`src/hw/drc_pkg.sv`:
```
// Package: command codes, frame layout and reset values for the reset/no-op decoder
package drc_pkg;

	// ****************************************
	// Frame layout
	// ****************************************
	localparam int unsigned FRAME_BITS = 24;
	localparam int unsigned ADDR_HI    = 19;
	localparam int unsigned ADDR_LO    = 16;
	localparam int unsigned DATA_HI    = 15;
	localparam int unsigned CNT_W      = 5;
	localparam logic [4:0]  FRAME_LAST = 5'h17;

	// ****************************************
	// Register address codes
	// ****************************************
	localparam logic [3:0] ADDR_NOP0      = 4'h0;
	localparam logic [3:0] ADDR_NOP5      = 4'h5;
	localparam logic [3:0] ADDR_NOP6      = 4'h6;
	localparam logic [3:0] ADDR_NOPD      = 4'hd;
	localparam logic [3:0] ADDR_NOPE      = 4'he;
	localparam logic [3:0] ADDR_FULL_RST  = 4'hf;
	localparam logic [3:0] ADDR_CTRL_WR   = 4'h4;

	// ****************************************
	// Control word field positions and reset values
	// ****************************************
	localparam int unsigned RANGE_LO      = 0;
	localparam int unsigned CLAMP_OFF_BIT = 5;
	localparam int unsigned BUF_ON_BIT    = 6;
	localparam logic [2:0]  RANGE_RST     = 3'h0;
	localparam logic [15:0] CTRL_RST      = 16'h0000;

	// Decoded frame handed to the state logic
	typedef struct packed {
		logic [3:0]  addr;
		logic [15:0] data;
	} drc_frame_s;

	typedef enum logic [1:0] {
		DRC_IDLE   = 2'b00,
		DRC_SHIFT  = 2'b01,
		DRC_DECODE = 2'b10
	} drc_state_e;

endpackage

```
`src/hw/drc_top.sv`:
```
// Serial command decoder for software full reset, range-change reset and no-op frames
`timescale 1ns/1ps

module drc_top
	import drc_pkg::*;
(
	// Clock, reset, enable
	input  wire logic        clk_sys_in,
	input  wire logic        reset_n_in,
	input  wire logic        clk_en_in,
	// Serial port pins
	input  wire logic        sclk_in,
	input  wire logic        sync_n_in,
	input  wire logic        sdi_in,
	// Device state
	output logic             clamp_analog_ground_out,
	output logic             buffer_power_out,
	output logic [2:0]       range_out,
	output logic [15:0]      ctrl_word_out,
	output logic             full_reset_pulse_out
);

	// ****************************************
	// Reset release and pin synchronisers
	// ****************************************
	logic [1:0] rst_sync_q;
	logic       rst_n;
	logic       sclk_syn;
	logic       sync_n_syn;
	logic       sdi_syn;
	logic       sclk_last_q;

	always_ff @(posedge clk_sys_in or negedge reset_n_in) begin
		if (!reset_n_in) begin
			rst_sync_q <= 2'h0;
		end else if (clk_en_in) begin
			rst_sync_q <= {rst_sync_q[0], 1'b1};
		end
	end
	assign rst_n = rst_sync_q[1];

	// Serial clock and frame select idle high between frames
	drc_sync2 #(
		.RST_VAL (1'b1)
	) u_sclk_sync (
		.clk_in   (clk_sys_in),
		.rst_n_in (rst_n),
		.en_in    (clk_en_in),
		.d_in     (sclk_in),
		.q_out    (sclk_syn)
	);

	drc_sync2 #(
		.RST_VAL (1'b1)
	) u_sync_n_sync (
		.clk_in   (clk_sys_in),
		.rst_n_in (rst_n),
		.en_in    (clk_en_in),
		.d_in     (sync_n_in),
		.q_out    (sync_n_syn)
	);

	drc_sync2 #(
		.RST_VAL (1'b0)
	) u_sdi_sync (
		.clk_in   (clk_sys_in),
		.rst_n_in (rst_n),
		.en_in    (clk_en_in),
		.d_in     (sdi_in),
		.q_out    (sdi_syn)
	);

	// Edge history starts at the idle level so reset gives no false edge
	always_ff @(posedge clk_sys_in or negedge rst_n) begin
		if (!rst_n) begin
			sclk_last_q <= 1'b1;
		end else if (clk_en_in) begin
			sclk_last_q <= sclk_syn;
		end
	end

	// ****************************************
	// Frame shifter
	// ****************************************
	wire sclk_fall  = sclk_last_q & ~sclk_syn;
	wire frame_act  = ~sync_n_syn;

	drc_state_e            state_q, state_d;
	logic [FRAME_BITS-1:0] shift_q, shift_d;
	logic [CNT_W-1:0]      cnt_q, cnt_d;

	// Bits taken on falling SCLK, MSB first
	wire in_shift   = (state_q == DRC_SHIFT);
	wire bit_take   = frame_act & sclk_fall;
	wire frame_done = bit_take & in_shift & (cnt_q == FRAME_LAST);

	always_comb begin
		state_d = state_q;
		shift_d = shift_q;
		cnt_d   = cnt_q;
		case (state_q)
			DRC_IDLE: begin
				cnt_d = '0;
				if (frame_act) begin
					state_d = DRC_SHIFT;
				end
			end
			DRC_SHIFT: begin
				if (!frame_act) begin
					// Partial frame dropped
					state_d = DRC_IDLE;
				end else if (bit_take) begin
					shift_d = {shift_q[FRAME_BITS-2:0], sdi_syn};
					cnt_d   = cnt_q + 5'h01;
					if (frame_done) begin
						state_d = DRC_DECODE;
					end
				end
			end
			DRC_DECODE: begin
				// Wait for frame end before accepting another
				if (!frame_act) begin
					state_d = DRC_IDLE;
				end
			end
			default: state_d = DRC_IDLE;
		endcase
	end

	always_ff @(posedge clk_sys_in or negedge rst_n) begin
		if (!rst_n) begin
			state_q <= DRC_IDLE;
			shift_q <= '0;
			cnt_q   <= '0;
		end else if (clk_en_in) begin
			state_q <= state_d;
			shift_q <= shift_d;
			cnt_q   <= cnt_d;
		end
	end

	// ****************************************
	// Command decode
	// ****************************************
	drc_frame_s frame;
	logic       cmd_go_q;

	assign frame.addr = shift_q[ADDR_HI:ADDR_LO];
	assign frame.data = shift_q[DATA_HI:0];

	// Decode in the cycle after the last bit is taken, the cycle in which it lands in the shifter
	always_ff @(posedge clk_sys_in or negedge rst_n) begin
		if (!rst_n) begin
			cmd_go_q <= 1'b0;
		end else if (clk_en_in) begin
			cmd_go_q <= frame_done;
		end
	end

	wire is_nop = (frame.addr == ADDR_NOP0) | (frame.addr == ADDR_NOP5) | (frame.addr == ADDR_NOP6)
	            | (frame.addr == ADDR_NOPD) | (frame.addr == ADDR_NOPE);
	wire is_full_rst = cmd_go_q & (frame.addr == ADDR_FULL_RST);
	wire is_ctrl_wr  = cmd_go_q & ~is_nop & (frame.addr == ADDR_CTRL_WR);
	wire [2:0] new_range = frame.data[RANGE_LO+2:RANGE_LO];
	wire range_chg   = is_ctrl_wr & ~clamp_analog_ground_out & (new_range != range_out);
	wire do_reset    = is_full_rst | range_chg;

	// ****************************************
	// Device state
	// ****************************************
	always_ff @(posedge clk_sys_in or negedge rst_n) begin
		if (!rst_n) begin
			clamp_analog_ground_out <= 1'b1;
			buffer_power_out        <= 1'b0;
			range_out               <= RANGE_RST;
			ctrl_word_out           <= CTRL_RST;
			full_reset_pulse_out    <= 1'b0;
		end else if (clk_en_in) begin
			full_reset_pulse_out <= do_reset;
			if (do_reset) begin
				// Power-up state: clamp on, buffer off
				clamp_analog_ground_out <= 1'b1;
				buffer_power_out        <= 1'b0;
				ctrl_word_out           <= CTRL_RST;
				range_out               <= range_chg ? new_range : RANGE_RST;
			end else if (is_ctrl_wr) begin
				// Control write sets clamp from the inverse of CLAMP_OFF_BIT and buffer from BUF_ON_BIT
				clamp_analog_ground_out <= ~frame.data[CLAMP_OFF_BIT];
				buffer_power_out        <= frame.data[BUF_ON_BIT];
				ctrl_word_out           <= frame.data;
				range_out               <= new_range;
			end
		end
	end

endmodule

// ****************************************
// Two-flop synchroniser for one pin
// ****************************************
module drc_sync2
	import drc_pkg::*;
#(
	parameter logic RST_VAL = 1'b0
) (
	// Clock, reset, enable
	input  wire logic clk_in,
	input  wire logic rst_n_in,
	input  wire logic en_in,
	// Pin and its synchronised copy
	input  wire logic d_in,
	output logic      q_out
);

	logic [1:0] sync_q;

	always_ff @(posedge clk_in or negedge rst_n_in) begin
		if (!rst_n_in) begin
			sync_q <= {2{RST_VAL}};
		end else if (en_in) begin
			sync_q <= {sync_q[0], d_in};
		end
	end
	assign q_out = sync_q[1];

endmodule

```
`config.mk`:
```
export PLATFORM = sky130hd
export DESIGN_NAME = drc_top
export DESIGN_NICKNAME = d
export VERILOG_FILES = /design/src/hw/drc_pkg.sv /design/src/hw/drc_top.sv
export SDC_FILE = /design/constraint.sdc
export NUM_CORES = 1
export LEC_CHECK = 0
export BUFFER_PORTS_ARGS = -buffer_cell sky130_fd_sc_hd__buf_2
export CORE_ASPECT_RATIO = 0.6
export CORE_MARGIN = 3
export CORE_UTILIZATION = 30
export CTS_BUF_LIST = sky130_fd_sc_hd__clkbuf_16
export CTS_CLUSTER_DIAMETER = 30
export DETAILED_ROUTE_END_ITERATION = 8
export SYNTH_ARGS = -nofsm -noshare
export SYNTH_HDL_FRONTEND = slang
export SYNTH_SLANG_ARGS = --single-unit
```
`constraint.sdc`:
```
create_clock -name clk_sys_in -period 2.28 [get_ports clk_sys_in]
set_clock_uncertainty 0.1 [all_clocks]
set_input_delay 0.456 -clock clk_sys_in [delete_from_list [all_inputs] [get_ports clk_sys_in]]
set_output_delay 0.456 -clock clk_sys_in [all_outputs]
set_load 0.01 [all_outputs]
```
==> key figures <==
STA
  • Final setup fails: 0
  • Worst rel slew slack: 0.523
  • Setup TNS: 0 ps
  • Fin crit period: 1720 ps
  • RSZ-0062 raised after global routing: no
  • FMAX: 0.580 GHz
  • Fin crit share: 0.756
  • Final Hold Viols: 0
  • Worst-Margin Slew: 715 ps
  • Max Slew Vio Count: 0

Worst setup path
  • CP delay by family, top: compound AO/OA/AOI/OAI gates
  • Crit-path slowest cell: o31ai_4
  • Req. time, crit path: 2430 ps
  • Worst Path Arrival: 1880 ps
  • CP Buf/Inv Count: 1
  • WS Path Type: reg -> reg
  • CP endpoint kind: flip-flop
  • Critical path's largest stage delay: 460 ps
  • CP Max Fanout: 11
  • Crit path cell chain: xor2_1, o31ai_4, buf_4, a32o_1
  • Critical Path Start Type: flip-flop

Pwr
  • Sw power: 0.540 mW
  • Maximum vdd drop: 0.356 mV
  • Comb pwr share: 0.049
  • Switching Fraction: 0.225
  • Reg power frac: 0.476
  • Leakage: 1.41 nW
  • Pwr Density: 825 nW/um^2
  • Total internal power: 1.86 mW
  • Clk pwr share: 0.474

Placed design
  • Port bufs: 27
  • Final GP Congestion: 0.717
  • DP HPWL: 3.07 mm
  • Placed insts: 290
  • Placed cell areas: 2640 sq um

Synth
  • Synth area leader: dfrtp_1
  • Syn Nets: 170
  • Seq cells post-synth: 58
  • Synth Area per Inst: 14.7 sq um
  • Mapped Cells: 163
  • Top post-synthesis cells by area: dfrtp_1 54%, mux2_2 13%, a32o_1 6.7%
  • Post-synthesis sequential area ratio: 0.610
  • Post-synth top area share: 0.544
  • Synth warn: 0
  • Synthesized cell area: 2390 sq um
  • Netlist cell types: 38

CTS
  • CTS clk-pin slew, worst paths: 50 ps
  • Max Buffers Root-to-Sink: 2
  • CTS root buf: clkbuf_16
  • H-Tree Depth: 3
  • TritonCTS Buffers: 9
  • CTS tree: yes
  • Post_cts resized: 0
  • Clk Latency, worst-skew pair: 320 ps
  • Clock sink count: 58

Layout
  • Multi-input gate area: 863 sq um
  • Fillers: 729
  • Register area: 1460 sq um
  • Cell Count, Final, Fillers Out: 307
  • Diodes inserted: 0
  • Area growth from synthesis to layout: 21.4%
  • Most common cell after layout, fill and taps aside: dfrtp_1
  • Final nets: 205
  • Most frequent cells in the layout: 51 x dfrtp_1, 28 x mux2_2, 27 x buf_2, 16 x a32o_1, 9 x clkbuf_16
  • Layout cells sized above 1: 0.414
  • Final instance area: 2910 sq um

GRT
  • GRT Overall Usage: 0.116
  • Number of antenna violations at the first check in global routing: 0
  • Largest net degree at the start of global routing: 57
  • First-pass GRT wire length: 8.02 mm
  • Vias in the first global route: 1,585
  • GRT Residual Overflow: 0

Hold path
  • Worst min-delay path class: in -> reg

Routing
  • Routed length per placed instance: 15.6 microns
  • Routed Antenna Nets: 0
  • Detailed-route wire length: 4.78 mm
  • Vias: 1,501
  • DR vias/cell: 4.89
  • Drc violations: 0
  • DR pass1 iterations: 4
  • Initial DRC Count: 63

Floorplanning
  • Core Rows: 24
  • DIE WIDTH: 121 microns
  • Initial Utilization: 0.319
  • Total I/O pin count: 28
  • Die Ht: 75.2 microns
  • Core area: 7510 sq um
  • Total Die Area: 9120 sq um

Run
  • Max cap viols: 0

Status
  • Outcome: completed
logic make-up (layout without fill, tap and decap cells):
logic type      Yosys count  after routing  synth area share
xor+xnor                  3              3            0.0110
fa+ha+maj                 1              1           0.00523
simple gates             23             23            0.0706
mux                      31             31             0.144
buf+inv                  13             53            0.0298
compound gates           34             34             0.130
flops                    58             58             0.610
power by group through the flow:
stage	combinational, mW	clock, mW	sequential (mW)
after global placement	0.114	0	1.16
after detailed placement	0.117	0	1.16
after floorplan	0.105	0	1.13
after global routing	0.132	1.22	1.15
final	0.119	1.14	1.14
after CTS	0.120	1.17	1.14
flip-flops by register name, indices dropped and copies added (netlist names):
signal / flops
u_sync_n_sync.sync_q: 2
shift_q: 20
u_sdi_sync.sync_q: 2
ctrl_word_out: 16
u_sclk_sync.sync_q: 2
cnt_q: 5
state_q: 2
full_reset_pulse_out: 1
range_out: 3
clamp_analog_ground_out: 1
cmd_go_q: 1
rst_sync_q: 2
sclk_last_q: 1
worst register-to-register path, cell delays in order, from the launching register on:
cell and delay [ps]:
dfrtp_1 440, xor2_1 190, o31ai_4 460, buf_4 280, a32o_1 190
worst paths after layout:
check | startpoint | end | slack, ps | depth (start not counted)
worst max-delay path | shift_q[0]$_DFFE_PN0P_ | ctrl_word_out[15]$_DFFE_PN0P_ | 560 | 4
worst min-delay path | sync_n_in | u_sync_n_sync.sync_q[0]$_DFFE_PN1P_ | 270 | 2
worst max register to register | shift_q[0]$_DFFE_PN0P_ | ctrl_word_out[15]$_DFFE_PN0P_ | 560 | 4
worst min register to register | rst_sync_q[1]$_DFFE_PN0P_ | shift_q[16]$_DFFE_PN0P_ | 300 | 1
max in group asynchronous | rst_sync_q[1]$_DFFE_PN0P_ | shift_q[9]$_DFFE_PN0P_ | 1290 | 1
min in group asynchronous | rst_sync_q[1]$_DFFE_PN0P_ | shift_q[16]$_DFFE_PN0P_ | 300 | 1
metal layers:
layer	vias to the layer above	GRT usage	share of wire	wire, microns
li1	699	-	-	-
met1	763	0.158	0.53	2550
met3	7	0.0541	0.039	184
met4	0	0.0335	0.0092	44
met2	32	0.167	0.42	1990
met5	-	0	0	0
synth_stat cells, drive strengths merged:
master	n
nand4b	1
mux2	28
nor3b	1
a22o	5
o31ai	1
dfstp	6
nand2b	3
o21ai	3
o21a	1
nor2b	1
a32o	16
inv	4
or2	1
o31a	1
mux2i	3
a21oi	1
nand3	2
and4b	1
a32oi	1
buf	6
nor3	1
xor2	3
and3	4
ha	1
nor4	1
nand2	3
dfrtp	52
o2bb2ai	2
a211oi	2
clkbuf	3
and2	1
or3b	3
a22oi	1
metrics by stage:
| step | worst slack, ps | utilization | hold WS, ps | total power [mW] |
|---|---|---|---|---|
| floorplan | 263 | - | 60.4 | 1.24 |
| global placement | 439 | 0.352 | 143 | 1.27 |
| detailed placement | 423 | 0.352 | 146 | 1.27 |
| CTS | 564 | 0.387 | 265 | 2.43 |
| global route | 458 | 0.387 | 269 | 2.50 |
| finish | 557 | 0.387 | 273 | 2.40 |
area by class of cell:
cell class	count	area share
Sequential cell	58	0.503
Multi-Input combinational cell	92	0.297
Clock buffer	9	0.0775
Timing Repair Buffer	33	0.0629
Tap cell	104	0.0448
Clock inverter	7	0.00991
Inverter	4	0.00517
timing repair:
action	CTS	global route
hold buffers	1	0
buffers inserted	0	0
hold endpoints to repair	2	0
(Power assumes the default switching activity.)
